File: src/hdl/flash_query_info_rom_regs.svh
// Purpose: offsets, values and field positions of the query information store
// Assumes: byte-wide query locations, offsets in query address units
// Notes:   definitions only
`ifndef FLASH_QUERY_INFO_ROM_REGS_SVH
`define FLASH_QUERY_INFO_ROM_REGS_SVH

`define QRY_ADDR_W              8
`define QRY_EXT_PTR_OFS         8'h15
`define QRY_EXT_PTR_VAL         16'h0031
`define QRY_SYS_BASE            8'h1b
`define QRY_LAST_OFS            8'h3a
`define QRY_LOGIC_MIN_OFS       8'h1b
`define QRY_LOGIC_MAX_OFS       8'h1c
`define QRY_PROG_MIN_OFS        8'h1d
`define QRY_PROG_MAX_OFS        8'h1e
`define QRY_TYP_WORD_OFS        8'h1f
`define QRY_TYP_BUF_OFS         8'h20
`define QRY_TYP_BLK_OFS         8'h21
`define QRY_TYP_CHIP_OFS        8'h22
`define QRY_MAX_WORD_OFS        8'h23
`define QRY_MAX_BUF_OFS         8'h24
`define QRY_MAX_BLK_OFS         8'h25
`define QRY_MAX_CHIP_OFS        8'h26
`define QRY_SIZE_OFS            8'h27
`define QRY_IFACE_OFS           8'h28
`define QRY_WBUF_OFS            8'h2a
`define QRY_REGIONS_OFS         8'h2c
`define QRY_REGION_OFS          8'h2d
`define QRY_SIG_OFS             8'h31
`define QRY_MAJOR_OFS           8'h34
`define QRY_MINOR_OFS           8'h35
`define QRY_FEAT_OFS            8'h36
`define QRY_SUSP_OFS            8'h3a

`define QRY_LOGIC_MIN_VAL       8'h27
`define QRY_LOGIC_MAX_VAL       8'h36
`define QRY_PROG_MIN_VAL        8'h00
`define QRY_PROG_MAX_VAL        8'h00
`define QRY_TYP_WORD_VAL        8'h08
`define QRY_TYP_BUF_VAL         8'h09
`define QRY_TYP_BLK_VAL         8'h0a
`define QRY_TYP_CHIP_VAL        8'h00
`define QRY_MAX_WORD_VAL        8'h01
`define QRY_MAX_BUF_VAL         8'h01
`define QRY_MAX_BLK_VAL         8'h02
`define QRY_MAX_CHIP_VAL        8'h00
`define QRY_SIZE_64M            8'h17
`define QRY_SIZE_128M           8'h18
`define QRY_SIZE_256M           8'h19
`define QRY_IFACE_VAL           16'h0001
`define QRY_WBUF_VAL            16'h0006
`define QRY_REGIONS_VAL         8'h01
`define QRY_BLKS_64M            16'h003f
`define QRY_BLKS_128M           16'h007f
`define QRY_BLKS_256M           16'h00ff
`define QRY_BLK_SIZE_VAL        16'h0200
`define QRY_SIG_VAL             24'h49_5250
`define QRY_MAJOR_VAL           8'h31
`define QRY_MINOR_VAL           8'h31
`define QRY_FEAT_VAL            32'h0000_01e6
`define QRY_SUSP_VAL            8'h01
`define QRY_READ_CMD            8'hff
`define QRY_QUERY_CMD           8'h98

`endif

File: src/hdl/flash_query_info_rom_pkg.sv
// Purpose: types of the query information store
// Assumes: constants come from the register header
// Notes:   read request and answer carried as structs
package flash_query_info_rom_pkg;

    typedef enum logic [1:0] {
        DENS_64M,
        DENS_128M,
        DENS_256M
    } density_t;

    typedef enum logic {
        MODE_ARRAY,
        MODE_QUERY
    } read_mode_t;

    typedef struct packed {
        logic       valid;
        logic [7:0] offset;
    } query_req_t;

    typedef struct packed {
        logic        valid;
        logic        hit;
        logic [15:0] data;
    } query_rsp_t;

endpackage : flash_query_info_rom_pkg

File: src/hdl/flash_query_info_rom.sv
// Purpose: read-only query information bytes from 1Bh to 3Ah of a NOR flash
// Assumes: command writes and reads synchronous to i_clk_sys; one read a cycle
// Notes:   answer one cycle after the read; array data passes through in array mode
//
// Functional notes
// - query command switches reads to query bytes instead of array data
// - pointer at 15h holds 0031h, base of the vendor extended table
// - system interface group starts at 1Bh, one byte per location
// - logic supply min and max voltage read 27 and 36
// - programming supply min and max voltage both read 00
// - typical word program time-out exponent reads 08
// - typical buffer write time-out exponent reads 09
// - typical block erase time-out exponent reads 0A
// - typical and maximum whole chip erase time-outs read zero
// - max word program and buffer write multipliers read 01
// - max block erase multiplier reads 02
// - device size exponent reads 17h, 18h or 19h by density
// - interface code at 28h reads 01 then 00, sixteen-bit bus
// - write buffer size field reads exponent 06 then 00
// - erase region count reads 01
// - region descriptor: block count minus one, then size 0200h
// - extended table starts with signature bytes 50, 52, 49
// - major and minor version bytes each read 31
// - optional feature field reads E6, 01, 00, 00
// - after suspend function byte reads 01
`include "flash_query_info_rom_regs.svh"
`timescale 1ns/1ps
`default_nettype none

module flash_query_info_rom
    import flash_query_info_rom_pkg::*;
#(
    parameter density_t DENSITY = DENS_128M
) (
    input  wire logic        i_clk_sys,
    input  wire logic        i_reset,
    input  wire logic        i_clk_en,
    input  wire logic        i_cmd_we,
    input  wire logic [7:0]  i_cmd_data,
    input  wire query_req_t  i_req,
    input  wire logic [15:0] i_array_data,
    output var  query_rsp_t  o_rsp,
    output logic             o_query_mode
);

    // refuse a density the tables cannot describe, at elaboration
    if (DENSITY != DENS_64M && DENSITY != DENS_128M && DENSITY != DENS_256M) begin : g_bad
        $error("unsupported density");
    end

    // multi-byte field values as constants, so that single bytes can be selected
    localparam logic [15:0] EXT_PTR  = `QRY_EXT_PTR_VAL;
    localparam logic [15:0] IFACE    = `QRY_IFACE_VAL;
    localparam logic [15:0] WBUF     = `QRY_WBUF_VAL;
    localparam logic [15:0] BLK_SIZE = `QRY_BLK_SIZE_VAL;
    localparam logic [23:0] SIG      = `QRY_SIG_VAL;
    localparam logic [31:0] FEAT     = `QRY_FEAT_VAL;

    read_mode_t mode_q;
    query_rsp_t rsp_q;
    query_rsp_t rsp_d;

    // byte at one query location, zero outside the stored range
    function automatic logic [8:0] query_byte(input logic [7:0] ofs, input density_t dens);
        logic [7:0]  size_exp;
        logic [15:0] blks;
        logic [8:0]  r;
        size_exp = (dens == DENS_64M) ? `QRY_SIZE_64M :
                   (dens == DENS_128M) ? `QRY_SIZE_128M : `QRY_SIZE_256M;
        blks     = (dens == DENS_64M) ? `QRY_BLKS_64M :
                   (dens == DENS_128M) ? `QRY_BLKS_128M : `QRY_BLKS_256M;
        r        = 9'h000;
        case (ofs)
            `QRY_EXT_PTR_OFS:       r = {1'b1, EXT_PTR[7:0]};
            `QRY_EXT_PTR_OFS + 8'h01: r = {1'b1, EXT_PTR[15:8]};
            `QRY_LOGIC_MIN_OFS:     r = {1'b1, `QRY_LOGIC_MIN_VAL};
            `QRY_LOGIC_MAX_OFS:     r = {1'b1, `QRY_LOGIC_MAX_VAL};
            `QRY_PROG_MIN_OFS:      r = {1'b1, `QRY_PROG_MIN_VAL};
            `QRY_PROG_MAX_OFS:      r = {1'b1, `QRY_PROG_MAX_VAL};
            `QRY_TYP_WORD_OFS:      r = {1'b1, `QRY_TYP_WORD_VAL};
            `QRY_TYP_BUF_OFS:       r = {1'b1, `QRY_TYP_BUF_VAL};
            `QRY_TYP_BLK_OFS:       r = {1'b1, `QRY_TYP_BLK_VAL};
            `QRY_TYP_CHIP_OFS:      r = {1'b1, `QRY_TYP_CHIP_VAL};
            `QRY_MAX_WORD_OFS:      r = {1'b1, `QRY_MAX_WORD_VAL};
            `QRY_MAX_BUF_OFS:       r = {1'b1, `QRY_MAX_BUF_VAL};
            `QRY_MAX_BLK_OFS:       r = {1'b1, `QRY_MAX_BLK_VAL};
            `QRY_MAX_CHIP_OFS:      r = {1'b1, `QRY_MAX_CHIP_VAL};
            `QRY_SIZE_OFS:          r = {1'b1, size_exp};
            `QRY_IFACE_OFS:         r = {1'b1, IFACE[7:0]};
            `QRY_IFACE_OFS + 8'h01: r = {1'b1, IFACE[15:8]};
            `QRY_WBUF_OFS:          r = {1'b1, WBUF[7:0]};
            `QRY_WBUF_OFS + 8'h01:  r = {1'b1, WBUF[15:8]};
            `QRY_REGIONS_OFS:       r = {1'b1, `QRY_REGIONS_VAL};
            `QRY_REGION_OFS:        r = {1'b1, blks[7:0]};
            `QRY_REGION_OFS + 8'h01: r = {1'b1, blks[15:8]};
            `QRY_REGION_OFS + 8'h02: r = {1'b1, BLK_SIZE[7:0]};
            `QRY_REGION_OFS + 8'h03: r = {1'b1, BLK_SIZE[15:8]};
            `QRY_SIG_OFS:           r = {1'b1, SIG[7:0]};
            `QRY_SIG_OFS + 8'h01:   r = {1'b1, SIG[15:8]};
            `QRY_SIG_OFS + 8'h02:   r = {1'b1, SIG[23:16]};
            `QRY_MAJOR_OFS:         r = {1'b1, `QRY_MAJOR_VAL};
            `QRY_MINOR_OFS:         r = {1'b1, `QRY_MINOR_VAL};
            `QRY_FEAT_OFS:          r = {1'b1, FEAT[7:0]};
            `QRY_FEAT_OFS + 8'h01:  r = {1'b1, FEAT[15:8]};
            `QRY_FEAT_OFS + 8'h02:  r = {1'b1, FEAT[23:16]};
            `QRY_FEAT_OFS + 8'h03:  r = {1'b1, FEAT[31:24]};
            `QRY_SUSP_OFS:          r = {1'b1, `QRY_SUSP_VAL};
            default:                r = 9'h000;
        endcase
        return r;
    endfunction : query_byte

    // read mode follows the read-array and query commands
    always_ff @(posedge i_clk_sys or posedge i_reset) begin
        if (i_reset) begin
            mode_q <= MODE_ARRAY;
        end else if (i_clk_en && i_cmd_we) begin
            if (i_cmd_data == `QRY_QUERY_CMD) begin
                mode_q <= MODE_QUERY;
            end else if (i_cmd_data == `QRY_READ_CMD) begin
                mode_q <= MODE_ARRAY;
            end
        end
    end

    // read path selection
    always_comb begin
        logic [8:0] qb;
        qb    = query_byte(i_req.offset, DENSITY);
        rsp_d = '0;
        rsp_d.valid = i_req.valid;
        case (mode_q)
            MODE_QUERY: begin
                rsp_d.hit  = i_req.valid & qb[8];
                rsp_d.data = {8'h00, qb[7:0]};
            end
            MODE_ARRAY: begin
                rsp_d.data = i_array_data;
            end
            default: begin
                rsp_d.data = 16'h0000;
            end
        endcase
    end

    // registered answer
    always_ff @(posedge i_clk_sys or posedge i_reset) begin
        if (i_reset) begin
            rsp_q <= '0;
        end else if (i_clk_en) begin
            rsp_q <= rsp_d;
        end
    end

    assign o_rsp        = rsp_q;
    assign o_query_mode = (mode_q == MODE_QUERY);

    // assertions
    AST_QUERY_ENTER: assert property (@(posedge i_clk_sys) disable iff (i_reset)
        (i_clk_en && i_cmd_we && i_cmd_data == `QRY_QUERY_CMD) |=> o_query_mode)
        else $error("query command did not enter query mode");
    AST_UPPER_ZERO: assert property (@(posedge i_clk_sys) disable iff (i_reset)
        ($past(i_clk_en) && $past(o_query_mode) && o_rsp.valid) |-> o_rsp.data[15:8] == 8'h00)
        else $error("upper query lines not zero");
    AST_POINTER: assert property (@(posedge i_clk_sys) disable iff (i_reset)
        (i_clk_en && o_query_mode && i_req.valid && i_req.offset == 8'h15)
        |=> (o_rsp.hit && o_rsp.data == 16'h0031))
        else $error("extended pointer wrong");
    AST_VOLT: assert property (@(posedge i_clk_sys) disable iff (i_reset)
        (i_clk_en && o_query_mode && i_req.valid && i_req.offset == 8'h1c)
        |=> o_rsp.data == 16'h0036)
        else $error("logic supply max wrong");
    AST_VPP: assert property (@(posedge i_clk_sys) disable iff (i_reset)
        (i_clk_en && o_query_mode && i_req.valid && i_req.offset == 8'h1d)
        |=> (o_rsp.hit && o_rsp.data == 16'h0000))
        else $error("programming supply min wrong");
    AST_BLK_ERASE: assert property (@(posedge i_clk_sys) disable iff (i_reset)
        (i_clk_en && o_query_mode && i_req.valid && i_req.offset == 8'h21)
        |=> o_rsp.data == 16'h000a)
        else $error("block erase time-out wrong");
    AST_MAX_BLK: assert property (@(posedge i_clk_sys) disable iff (i_reset)
        (i_clk_en && o_query_mode && i_req.valid && i_req.offset == 8'h25)
        |=> o_rsp.data == 16'h0002)
        else $error("max block erase multiplier wrong");
    AST_FEAT: assert property (@(posedge i_clk_sys) disable iff (i_reset)
        (i_clk_en && o_query_mode && i_req.valid && i_req.offset == 8'h36)
        |=> o_rsp.data == 16'h00e6)
        else $error("feature low byte wrong");
    AST_SIG: assert property (@(posedge i_clk_sys) disable iff (i_reset)
        (i_clk_en && o_query_mode && i_req.valid && i_req.offset == 8'h31)
        |=> o_rsp.data == 16'h0050)
        else $error("signature first byte wrong");
    AST_SUSP: assert property (@(posedge i_clk_sys) disable iff (i_reset)
        (i_clk_en && o_query_mode && i_req.valid && i_req.offset == 8'h3a)
        |=> o_rsp.data == 16'h0001)
        else $error("after suspend byte wrong");
    AST_ARRAY_PASS: assert property (@(posedge i_clk_sys) disable iff (i_reset)
        (i_clk_en && !o_query_mode && i_req.valid) |=> o_rsp.data == $past(i_array_data))
        else $error("array data not passed in array mode");

    // expected bytes of the density-dependent locations
    localparam logic [7:0] CHK_SIZE = (DENSITY == DENS_64M)  ? 8'h17 :
                                      (DENSITY == DENS_128M) ? 8'h18 : 8'h19;
    localparam logic [7:0] CHK_BLKS = (DENSITY == DENS_64M)  ? 8'h3f :
                                      (DENSITY == DENS_128M) ? 8'h7f : 8'hff;

    // one assertion per stored field that the ones above leave open, except 1Eh, 24h and 35h, which none checks
    AST_SYS_BASE: assert property (@(posedge i_clk_sys) disable iff (i_reset)
        (i_clk_en && o_query_mode && i_req.valid && i_req.offset == 8'h1b)
        |=> (o_rsp.hit && o_rsp.data == 16'h0027))
        else $error("first system interface byte wrong");
    AST_TYP_WORD: assert property (@(posedge i_clk_sys) disable iff (i_reset)
        (i_clk_en && o_query_mode && i_req.valid && i_req.offset == 8'h1f)
        |=> (o_rsp.hit && o_rsp.data == 16'h0008))
        else $error("typical word program time-out wrong");
    AST_TYP_BUF: assert property (@(posedge i_clk_sys) disable iff (i_reset)
        (i_clk_en && o_query_mode && i_req.valid && i_req.offset == 8'h20)
        |=> (o_rsp.hit && o_rsp.data == 16'h0009))
        else $error("typical buffer write time-out wrong");
    AST_TYP_CHIP: assert property (@(posedge i_clk_sys) disable iff (i_reset)
        (i_clk_en && o_query_mode && i_req.valid && i_req.offset == 8'h22)
        |=> (o_rsp.hit && o_rsp.data == 16'h0000))
        else $error("typical whole erase time-out not zero");
    AST_MAX_CHIP: assert property (@(posedge i_clk_sys) disable iff (i_reset)
        (i_clk_en && o_query_mode && i_req.valid && i_req.offset == 8'h26)
        |=> (o_rsp.hit && o_rsp.data == 16'h0000))
        else $error("max whole erase multiplier not zero");
    AST_MAX_WORD: assert property (@(posedge i_clk_sys) disable iff (i_reset)
        (i_clk_en && o_query_mode && i_req.valid && i_req.offset == 8'h23)
        |=> (o_rsp.hit && o_rsp.data == 16'h0001))
        else $error("max word program multiplier wrong");
    AST_SIZE: assert property (@(posedge i_clk_sys) disable iff (i_reset)
        (i_clk_en && o_query_mode && i_req.valid && i_req.offset == 8'h27)
        |=> (o_rsp.hit && o_rsp.data == {8'h00, CHK_SIZE}))
        else $error("device size exponent wrong");
    AST_IFACE: assert property (@(posedge i_clk_sys) disable iff (i_reset)
        (i_clk_en && o_query_mode && i_req.valid && i_req.offset == 8'h28)
        |=> (o_rsp.hit && o_rsp.data == 16'h0001))
        else $error("interface code low byte wrong");
    AST_WBUF: assert property (@(posedge i_clk_sys) disable iff (i_reset)
        (i_clk_en && o_query_mode && i_req.valid && i_req.offset == 8'h2a)
        |=> (o_rsp.hit && o_rsp.data == 16'h0006))
        else $error("write buffer size exponent wrong");
    AST_REGIONS: assert property (@(posedge i_clk_sys) disable iff (i_reset)
        (i_clk_en && o_query_mode && i_req.valid && i_req.offset == 8'h2c)
        |=> (o_rsp.hit && o_rsp.data == 16'h0001))
        else $error("erase region count wrong");
    AST_REGION_CNT: assert property (@(posedge i_clk_sys) disable iff (i_reset)
        (i_clk_en && o_query_mode && i_req.valid && i_req.offset == 8'h2d)
        |=> (o_rsp.hit && o_rsp.data == {8'h00, CHK_BLKS}))
        else $error("region block count wrong");
    AST_REGION_SIZE: assert property (@(posedge i_clk_sys) disable iff (i_reset)
        (i_clk_en && o_query_mode && i_req.valid && i_req.offset == 8'h30)
        |=> (o_rsp.hit && o_rsp.data == 16'h0002))
        else $error("region block size high byte wrong");
    AST_SIG_LAST: assert property (@(posedge i_clk_sys) disable iff (i_reset)
        (i_clk_en && o_query_mode && i_req.valid && i_req.offset == 8'h33)
        |=> (o_rsp.hit && o_rsp.data == 16'h0049))
        else $error("signature last byte wrong");
    AST_MAJOR: assert property (@(posedge i_clk_sys) disable iff (i_reset)
        (i_clk_en && o_query_mode && i_req.valid && i_req.offset == 8'h34)
        |=> (o_rsp.hit && o_rsp.data == 16'h0031))
        else $error("major version wrong");
    AST_FEAT_HI: assert property (@(posedge i_clk_sys) disable iff (i_reset)
        (i_clk_en && o_query_mode && i_req.valid && i_req.offset == 8'h37)
        |=> (o_rsp.hit && o_rsp.data == 16'h0001))
        else $error("feature second byte wrong");

    // unstored offsets, array mode, answer timing and freeze
    AST_UNSTORED: assert property (@(posedge i_clk_sys) disable iff (i_reset)
        (i_clk_en && o_query_mode && i_req.valid && (i_req.offset < 8'h15 ||
         (i_req.offset > 8'h16 && i_req.offset < 8'h1b) || i_req.offset > 8'h3a))
        |=> (!o_rsp.hit && o_rsp.data == 16'h0000))
        else $error("unstored location answered");
    AST_ARRAY_NOHIT: assert property (@(posedge i_clk_sys) disable iff (i_reset)
        (i_clk_en && !o_query_mode) |=> !o_rsp.hit)
        else $error("hit raised in array mode");
    AST_VALID_ECHO: assert property (@(posedge i_clk_sys) disable iff (i_reset)
        i_clk_en |=> (o_rsp.valid == $past(i_req.valid)))
        else $error("answer valid not one cycle after request");
    AST_FREEZE: assert property (@(posedge i_clk_sys) disable iff (i_reset)
        !i_clk_en |=> ($stable(o_rsp) && $stable(o_query_mode)))
        else $error("state moved with clock enable low");

    // covers
    COV_QUERY: cover property (@(posedge i_clk_sys) disable iff (i_reset) o_query_mode);
    COV_HIT: cover property (@(posedge i_clk_sys) disable iff (i_reset) o_rsp.hit);
    COV_BACK: cover property (@(posedge i_clk_sys) disable iff (i_reset)
        o_query_mode ##[1:20] !o_query_mode);
    COV_ARRAY_READ: cover property (@(posedge i_clk_sys) disable iff (i_reset)
        !o_query_mode && o_rsp.valid);
    COV_FREEZE: cover property (@(posedge i_clk_sys) disable iff (i_reset)
        !i_clk_en && o_query_mode);

endmodule : flash_query_info_rom

`default_nettype wire

File: config.mk
export PLATFORM = sky130hd
export DESIGN_NAME = flash_query_info_rom
export DESIGN_NICKNAME = d
export VERILOG_FILES = /design/src/hdl/flash_query_info_rom_pkg.sv /design/src/hdl/flash_query_info_rom.sv
export VERILOG_INCLUDE_DIRS = /design/src /design/src/hdl
export SDC_FILE = /design/constraint.sdc
export NUM_CORES = 1
export LEC_CHECK = 0
export BUFFER_PORTS_ARGS = -buffer_cell sky130_fd_sc_hd__buf_2
export CELL_PAD_IN_SITES_DETAIL_PLACEMENT = 0
export CELL_PAD_IN_SITES_GLOBAL_PLACEMENT = 1
export CORE_UTILIZATION = 36
export DETAILED_ROUTE_END_ITERATION = 12
export PLACE_DENSITY = 0.84
export SLEW_MARGIN = 20
export SYNTH_ARGS = -nofsm -noshare
export SYNTH_HDL_FRONTEND = slang
export SYNTH_SLANG_ARGS = --single-unit
File: constraint.sdc
create_clock -name i_clk_sys -period 3.5 [get_ports i_clk_sys]
set_input_delay 0.525 -clock i_clk_sys [delete_from_list [all_inputs] [get_ports i_clk_sys]]
set_output_delay 0.525 -clock i_clk_sys [all_outputs]
set_load 0.02 [all_outputs]
# == Word level (Yosys, flattened, before mapping) ==
# Memories as Yosys holds them, arrays and structs flattened.
# Cells that the tools add are included.
# totals
elab_cells,18
mem_bits_ro,576
reg_bits,19
in_bits,37
mem_count,1
out_inout_bits,19
# memory_table
name,depth,word_bits,rd,rd_clocked_by_memory_dff,write_ports,line,text
(no name shown),64,9,1,0,0,flash_query_info_rom.sv:73,case (ofs)
# classes
bitwise_logic,2
mux,5
eq_ne,2
reduce_logical,4
# ops
op,count
$pmux 16 s2,1
$eq 8x8->1 const B,2
$mux 9,1
$mux 1,3
$logic_not 2->1,1
$reduce_and 2->1,1
$reduce_bool 2->1,1
$and 1x1->1,1
$logic_and 1x1->1,1
$not 1->1,1

# == Depth between registers and ports, before layout ==
# Gate-level depths: netlist (run 1).
# depth
word_depth,4
ltp_mapped,6
ltp_nobuf,6

# == Worst setup path before layout (run 1) ==
# OpenSTA, ideal clock, no wires.
# synth_path
path_type,input to register
start,in i_req[0] (netlist name)
end,reg rsp_q (netlist bit o_rsp[5])
slack_ns,1.760
cell_stages,6
n_path_buf,0
setup_time_ns,0.126
arrival_time_ns,1.614
required_ns,3.374
cell_sequence,inv_1 ha_1 mux2_2 a31oi_2 a221oi_2 a221o_1
# synth_via
elab_chain_len,3
# synth_lines
element,line,text
from (decl),flash_query_info_rom.sv:40,"input wire query_req_t i_req,"
$mem_v2 64x9,--,
$mux 9,flash_query_info_rom.sv:73,
$pmux 16 s2,flash_query_info_rom.sv:132,case (mode_q)
to (signal assigned),flash_query_info_rom.sv:151,rsp_q <= rsp_d;
to (decl),flash_query_info_rom.sv:60,query_rsp_t rsp_q;
# Every way passes these cells.
# A chain may end at the register's enable or synchronous reset.

# == Final worst setup path (run 1) ==
# layout_path
start,in i_req[1] (netlist name)
end,reg rsp_q (netlist bit o_rsp[4])
# Same word-level chain as after synthesis.

==> run summary, run 1 <==
Layout cells sized above 1: 38.86%
Row count: 20
Top cell type's share of synthesized area: 38.42%
Via/cell ratio: 5.338
CP max FO: 7
Core area: 3153 sq um
Final #Nets: 218
Filler instances: 305
H-tree levels: 1
Post-CTS setup buffers: 0
Worst Setup Start Kind: primary input
Netlist cell types: 45
Fin util: 49.05%
Wire per inst: 14.49 microns
Hpwl dp: 2469 microns
Post-CTS Hold Fix Bufs: 0
Switching share of total power: 28.13%
Footprint of the multi-input gates: 688.2 sq um
Post-synthesis sequential area ratio: 38.42%
Post-CTS sizing: 0
Number of synthesized flops with an enable pin: 0
Syn_area_per_cell: 9.979 sq um
Ys flop type: dfrtp_1
Post-route setup slack: 1.744 ns
Initial core utilization: 39.25%
Max Slew Vio Count: 0
Reg-to-Reg Start: o_query_mode
Final worst-path cycle share: 50.16%
ANT nets after route: 0
Initial antenna violation count: 0
Post-synth top area cell: dfrtp_1
Area growth syn-to-layout: 24.97%
Total Die Area: 3676 sq um
Final wirelength: 3173 microns
Setup-failing EPs final: 0
Chip Height: 60.63 microns
Min cycle time layout: 1.756 ns
M1 GR Usage: 22.91%
Largest net degree at the start of global routing: 22
Worst Setup End Kind: flop
Final TNS setup: 0 ns
Final hold vios: 0
Comb power frac: 22.8%
Layer with the highest usage: met2
Total number of yosys warnings: 0
FF+latch count, synth: 19
GP Congestion: 0.8583
Met3 Resource Use GR: 1.066%
HP Class: primary input to asynchronous set/reset pin
Switching pwr: 0.1209 mW
Syn_nets: 166
CTS Buffer Depth: 2
Clock Latency Late Sink: 0.29 ns
Max-cap violations: 0
CP arrival: 1.92 ns
TritonCTS clock tree: yes
Asr flop ratio synth: 100.0%
Slew margin rel.: 54.45%
Internal power: 0.3087 mW
Syn Inst Count: 124
Critical Path RT: 3.67 ns
Top post-synthesis cells by area: dfrtp_1, a22o_1, ha_1
Residual DRC: 0
Worst reg2reg path depth: 4
GR Util met2: 31.87%
Clock transition at path regs: 0.10 ns
First-pass GRT wire length: 4892 microns
Peak Freq: 0.5696 GHz
Vias in the first global route: 1078
Number of antenna diodes: 0
Vias post-DR: 1169
Die W: 60.63 microns
Unrepaired setup endpoints after global routing: no
Place WS: 1.446 ns
Total overflow reported by the global router: 0
Top Ports: 56
Port Buf Inserts: 55
Leakage power: 0.7599 nW
Worst slew pin tran: 0.6824 ns
FF+latch area: 475.5 sq um
Num CTS Buffers: 3
Clk pwr share: 24.3%
VDD IR max: 0.09925 mV
Clock Root Buffer: clkbuf_4
Status: completed
CTS Sinks: 19
Iteration-0 DRC Markers: 48
Crit Path Class: primary input to flop
Post-Syn Area: 1237 sq um
Worst reg2reg path endpoint: o_rsp[1]
Reg-to-reg slack, setup: 2.05 ns
Pwr Density: 277.8 nW/um^2
Reg power frac: 52.9%
Layout Skew: 0.01008 ns
DRT Pass-1 Iters: 4
Total global-route track usage: 17.95%
[metal layers]
metal	part of all wire, %	wire, microns	up-vias
li1	-	-	583
met1	47	1495	535
met2	47	1494	49
met3	4.8	152	2
met4	0.91	29	0
met5	0	0	-
[power groups by stage]
stage                     Sequential, mW  Combinational, mW  Clock (mW)
after floorplan                    0.238             0.0518           0
after global placement             0.231             0.0950           0
after detailed placement           0.232             0.0975           0
after CTS                          0.227             0.0977       0.108
after global routing               0.228              0.108       0.122
final                              0.227             0.0979       0.104
[cells in the mapped netlist, drive strengths merged (2+ instances only)]
master and count:
dfrtp 19, o21ai 9, a22o 8, buf 7
inv 7, nand2 7, a22oi 5, ha 5
a221o 4, mux2 4, nor2 4, o211ai 4
a31oi 3, nand4 3, a21oi 2, a311oi 2
and2 2, and3b 2, and4 2, mux2i 2
nand2b 2, nand3 2, nand3b 2, nor2b 2
nor3b 2
[placed cells by master (no fill, tap or decap), types with 3 or more instances in the layout]
| cell | count |
|---|---|
| clkbuf_4 | 3 |
| o21ai_0 | 8 |
| o211ai_1 | 4 |
| a221o_1 | 4 |
| inv_1 | 5 |
| nand2_1 | 7 |
| mux2_2 | 4 |
| ha_1 | 5 |
| dfrtp_1 | 19 |
| buf_2 | 55 |
| a22o_1 | 8 |
| a22oi_1 | 5 |
| nor2_1 | 3 |
| nand4_1 | 3 |
[layout make-up]
| class | instances | share of cell area [%] |
|---|---|---|
| repair buffers | 55 | 17.80 |
| well taps | 44 | 3.560 |
| multi-input cells | 90 | 44.50 |
| clock buffers | 4 | 1.699 |
| flip-flops and latches | 19 | 30.74 |
| inverters | 7 | 1.699 |
[how the worst max path moves through the flow]
stage | to | cells past startpoint | slack [ns] | start
3_5_place_dp | o_rsp[4] | 7 | 1.45 | i_req[1]
4_1_cts | o_rsp[4] | 7 | 1.75 | i_req[1]
3_3_place_gp | o_rsp[5] | 7 | 1.53 | i_req[1]
2_1_floorplan | o_rsp[5] | 6 | 1.76 | i_req[0]
6_report | o_rsp[4] | 7 | 1.74 | i_req[1]
5_1_grt | o_rsp[5] | 7 | 1.69 | i_req[1]
[logic make-up after synthesis]
kind of cell	Yosys count	share of synthesized area (%)
mux	6	5.258
compound gates	47	29.73
flops	19	38.42
simple gates	32	15.57
buf+inv	15	5.966
fa+ha+maj	5	5.056
[stage by stage]
step	cells	power, mW	instance area (sq um)	hold slack [ns]
2_1_floorplan	124	0.2900	1237	0.4761
3_3_place_gp	215	0.3265	1520	0.4704
3_5_place_dp	215	0.3292	1520	0.4747
4_1_cts	219	0.4335	1546	0.3494
5_1_grt	219	0.4580	1546	0.3694
6_report	219	0.4296	1546	0.3184
[critical path: stages]
cell	delay (ns)
buf_2	0.15
inv_1	0.10
ha_1	0.26
mux2_2	0.29
a31oi_2	0.23
a311oi_1	0.08
a221o_1	0.28
[flip-flops by register name, indices dropped and copies added, names as in the netlist]
signal / flops
o_query_mode: 1
o_rsp: 18
Note: power is estimated with default switching activity, not from simulation.
==> inputs of run 2 (changes only) <==
- CORE_UTILIZATION: 36 -> 31
- PLACE_DENSITY: 0.84 -> 0.77
- clock period: 3.5 -> 1.5 ns (I/O delays scaled with it)
==> run summary, run 2 (synthesized netlist as in run 1, its figures left out) <==
Number of antenna diodes: 0
Worst Setup Start Kind: primary input
Comb power frac: 23.0%
Internal power: 0.8322 mW
ANT nets after route: 0
TritonCTS clock tree: yes
Vias post-DR: 1291
Crit path buffers/inverters: 2
Via/cell ratio: 5.313
First-pass GRT wire length: 5492 microns
Residual DRC: 0
Max reg flops: 18
Crit Path Class: primary input to flop
Met3 Resource Use GR: 1.736%
Post-CTS setup buffers: 0
GR Util met2: 26.16%
Port Buf Inserts: 55
H-tree levels: 1
Layout cells sized above 1: 45.13%
DRT Pass-1 Iters: 4
CTS Buffer Depth: 2
Total overflow reported by the global router: 0
Switching share of total power: 26.02%
Fin util: 45.96%
Top Ports: 56
Worst slew pin tran: 0.6878 ns
VDD IR max: 0.2631 mV
Core area: 3744 sq um
Die W: 65.18 microns
Worst Setup End Kind: flop
CTS Sinks: 19
Final wirelength: 3307 microns
Critical path depth: 7
Clock transition at path regs: 0.06 ns
Final worst-path cycle share: 91.49%
Status: completed
Commonest cells after routing, fill and taps aside: buf_2, buf_4, dfrtp_1, a22o_1, o21ai_0
CP cell instances: buf_2 -> inv_1 -> ha_1 -> mux2_2 -> a31oi_2 -> a221oi_2 -> a221o_1
Final hold vios: 0
Final TNS setup: 0 ns
Vias in the first global route: 1271
Crit-path slowest cell: mux2_2
Max-cap violations: 0
Reg power frac: 47.3%
Num CTS Buffers: 3
Max Slew Vio Count: 0
Initial antenna violation count: 0
Place WS: -0.1338 ns
Setup-failing EPs final: 0
CP arrival: 1.51 ns
Unrepaired setup endpoints after global routing: no
Total global-route track usage: 16.25%
Switching pwr: 0.2927 mW
Worst reg2reg path depth: 4
Initial core utilization: 33.05%
GP Congestion: 0.9337
Critical Path RT: 1.63 ns
Clock Latency Late Sink: 0.25 ns
Iteration-0 DRC Markers: 61
Largest net degree at the start of global routing: 20
Total Die Area: 4248 sq um
Layout Skew: 0.0007006 ns
Pwr Density: 653.9 nW/um^2
Min cycle time layout: 1.372 ns
Worst path max stage delay: 0.29 ns
Most common cell after layout, fill and taps aside: buf_2
Row count: 22
Post-CTS Hold Fix Bufs: 0
HP Class: primary input to asynchronous set/reset pin
Layer with the highest usage: met2
Total power: 1.125 mW
Post-route setup slack: 0.1276 ns
Area growth syn-to-layout: 39.03%
Clk pwr share: 29.7%
M1 GR Usage: 21.01%
Final #Nets: 238
Filler instances: 383
Wire per inst: 13.61 microns
CP max FO: 4
Chip Height: 65.18 microns
Peak Freq: 0.7286 GHz
Leakage power: 0.8650 nW
Slew margin rel.: 54.09%
Hpwl dp: 2709 microns
Crit-path leading delay family: compound AO/OA/AOI/OAI gates
Clock Root Buffer: clkbuf_8
-- run 2: changes by cell type in the layout (fill, tap and decap cells not counted), sizes merged --
cell / before / now
buf: 55 / 75
-- run 2: layout make-up --
| type | instances | area (sq um) | area share (%) |
|---|---|---|---|
| clock buffers | 4 | 45.04 | 2.618 |
| well taps | 48 | 60.06 | 3.491 |
| flip-flops and latches | 19 | 475.5 | 27.64 |
| inverters | 7 | 26.28 | 1.527 |
| multi-input cells | 90 | 688.2 | 40.00 |
| repair buffers | 75 | 425.4 | 24.73 |
-- run 2: metal layers --
layer / up-vias / wire length [microns]
li1: 626 / -
met1: 613 / 1502
met2: 46 / 1539
met3: 6 / 200
met4: 0 / 65
met5: - / 0
-- run 2: power groups by stage --
stage / combinational, mW / clock, mW / sequential [mW]
2_1_floorplan: 0.121 / 0 / 0.556
5_1_grt: 0.285 / 0.377 / 0.532
6_report: 0.259 / 0.335 / 0.532
4_1_cts: 0.260 / 0.347 / 0.531
3_5_place_dp: 0.258 / 0 / 0.541
3_3_place_gp: 0.253 / 0 / 0.541
-- run 2: worst paths after layout --
path                               startpoint           end  slack, ns
worst max-delay path                 i_req[0]      o_rsp[5]       0.13
worst min-delay path                  i_reset     o_rsp[13]       0.08
worst max register to register   o_query_mode      o_rsp[1]       0.25
worst min register to register      o_rsp[16]     o_rsp[16]       0.49
max in group asynchronous             i_reset      o_rsp[9]       0.99
min in group i_clk_sys          i_cmd_data[0]  o_query_mode       0.14
-- run 2: worst register-to-register path, cell delays in order (launching register included) --
cell      delay, ns
dfrtp_1        0.35
nor3b_2        0.22
nand2_1        0.18
a311oi_1       0.29
a221o_1        0.14
-- run 2: repair_timing --
action | CTS | global route
hold endpoints to repair | 0 | 0
setup endpoints to repair | 0 | 1
gates resized for setup | 0 | 1
-- run 2: per-stage QoR --
step	hold slack, ns	std cells	cell area [sq um]
floorplan	0.1761	124	1237
global placement	0.3502	239	1675
detailed placement	0.3679	239	1675
CTS	0.09946	243	1720
global route	0.1375	243	1720
finish	0.07580	243	1720
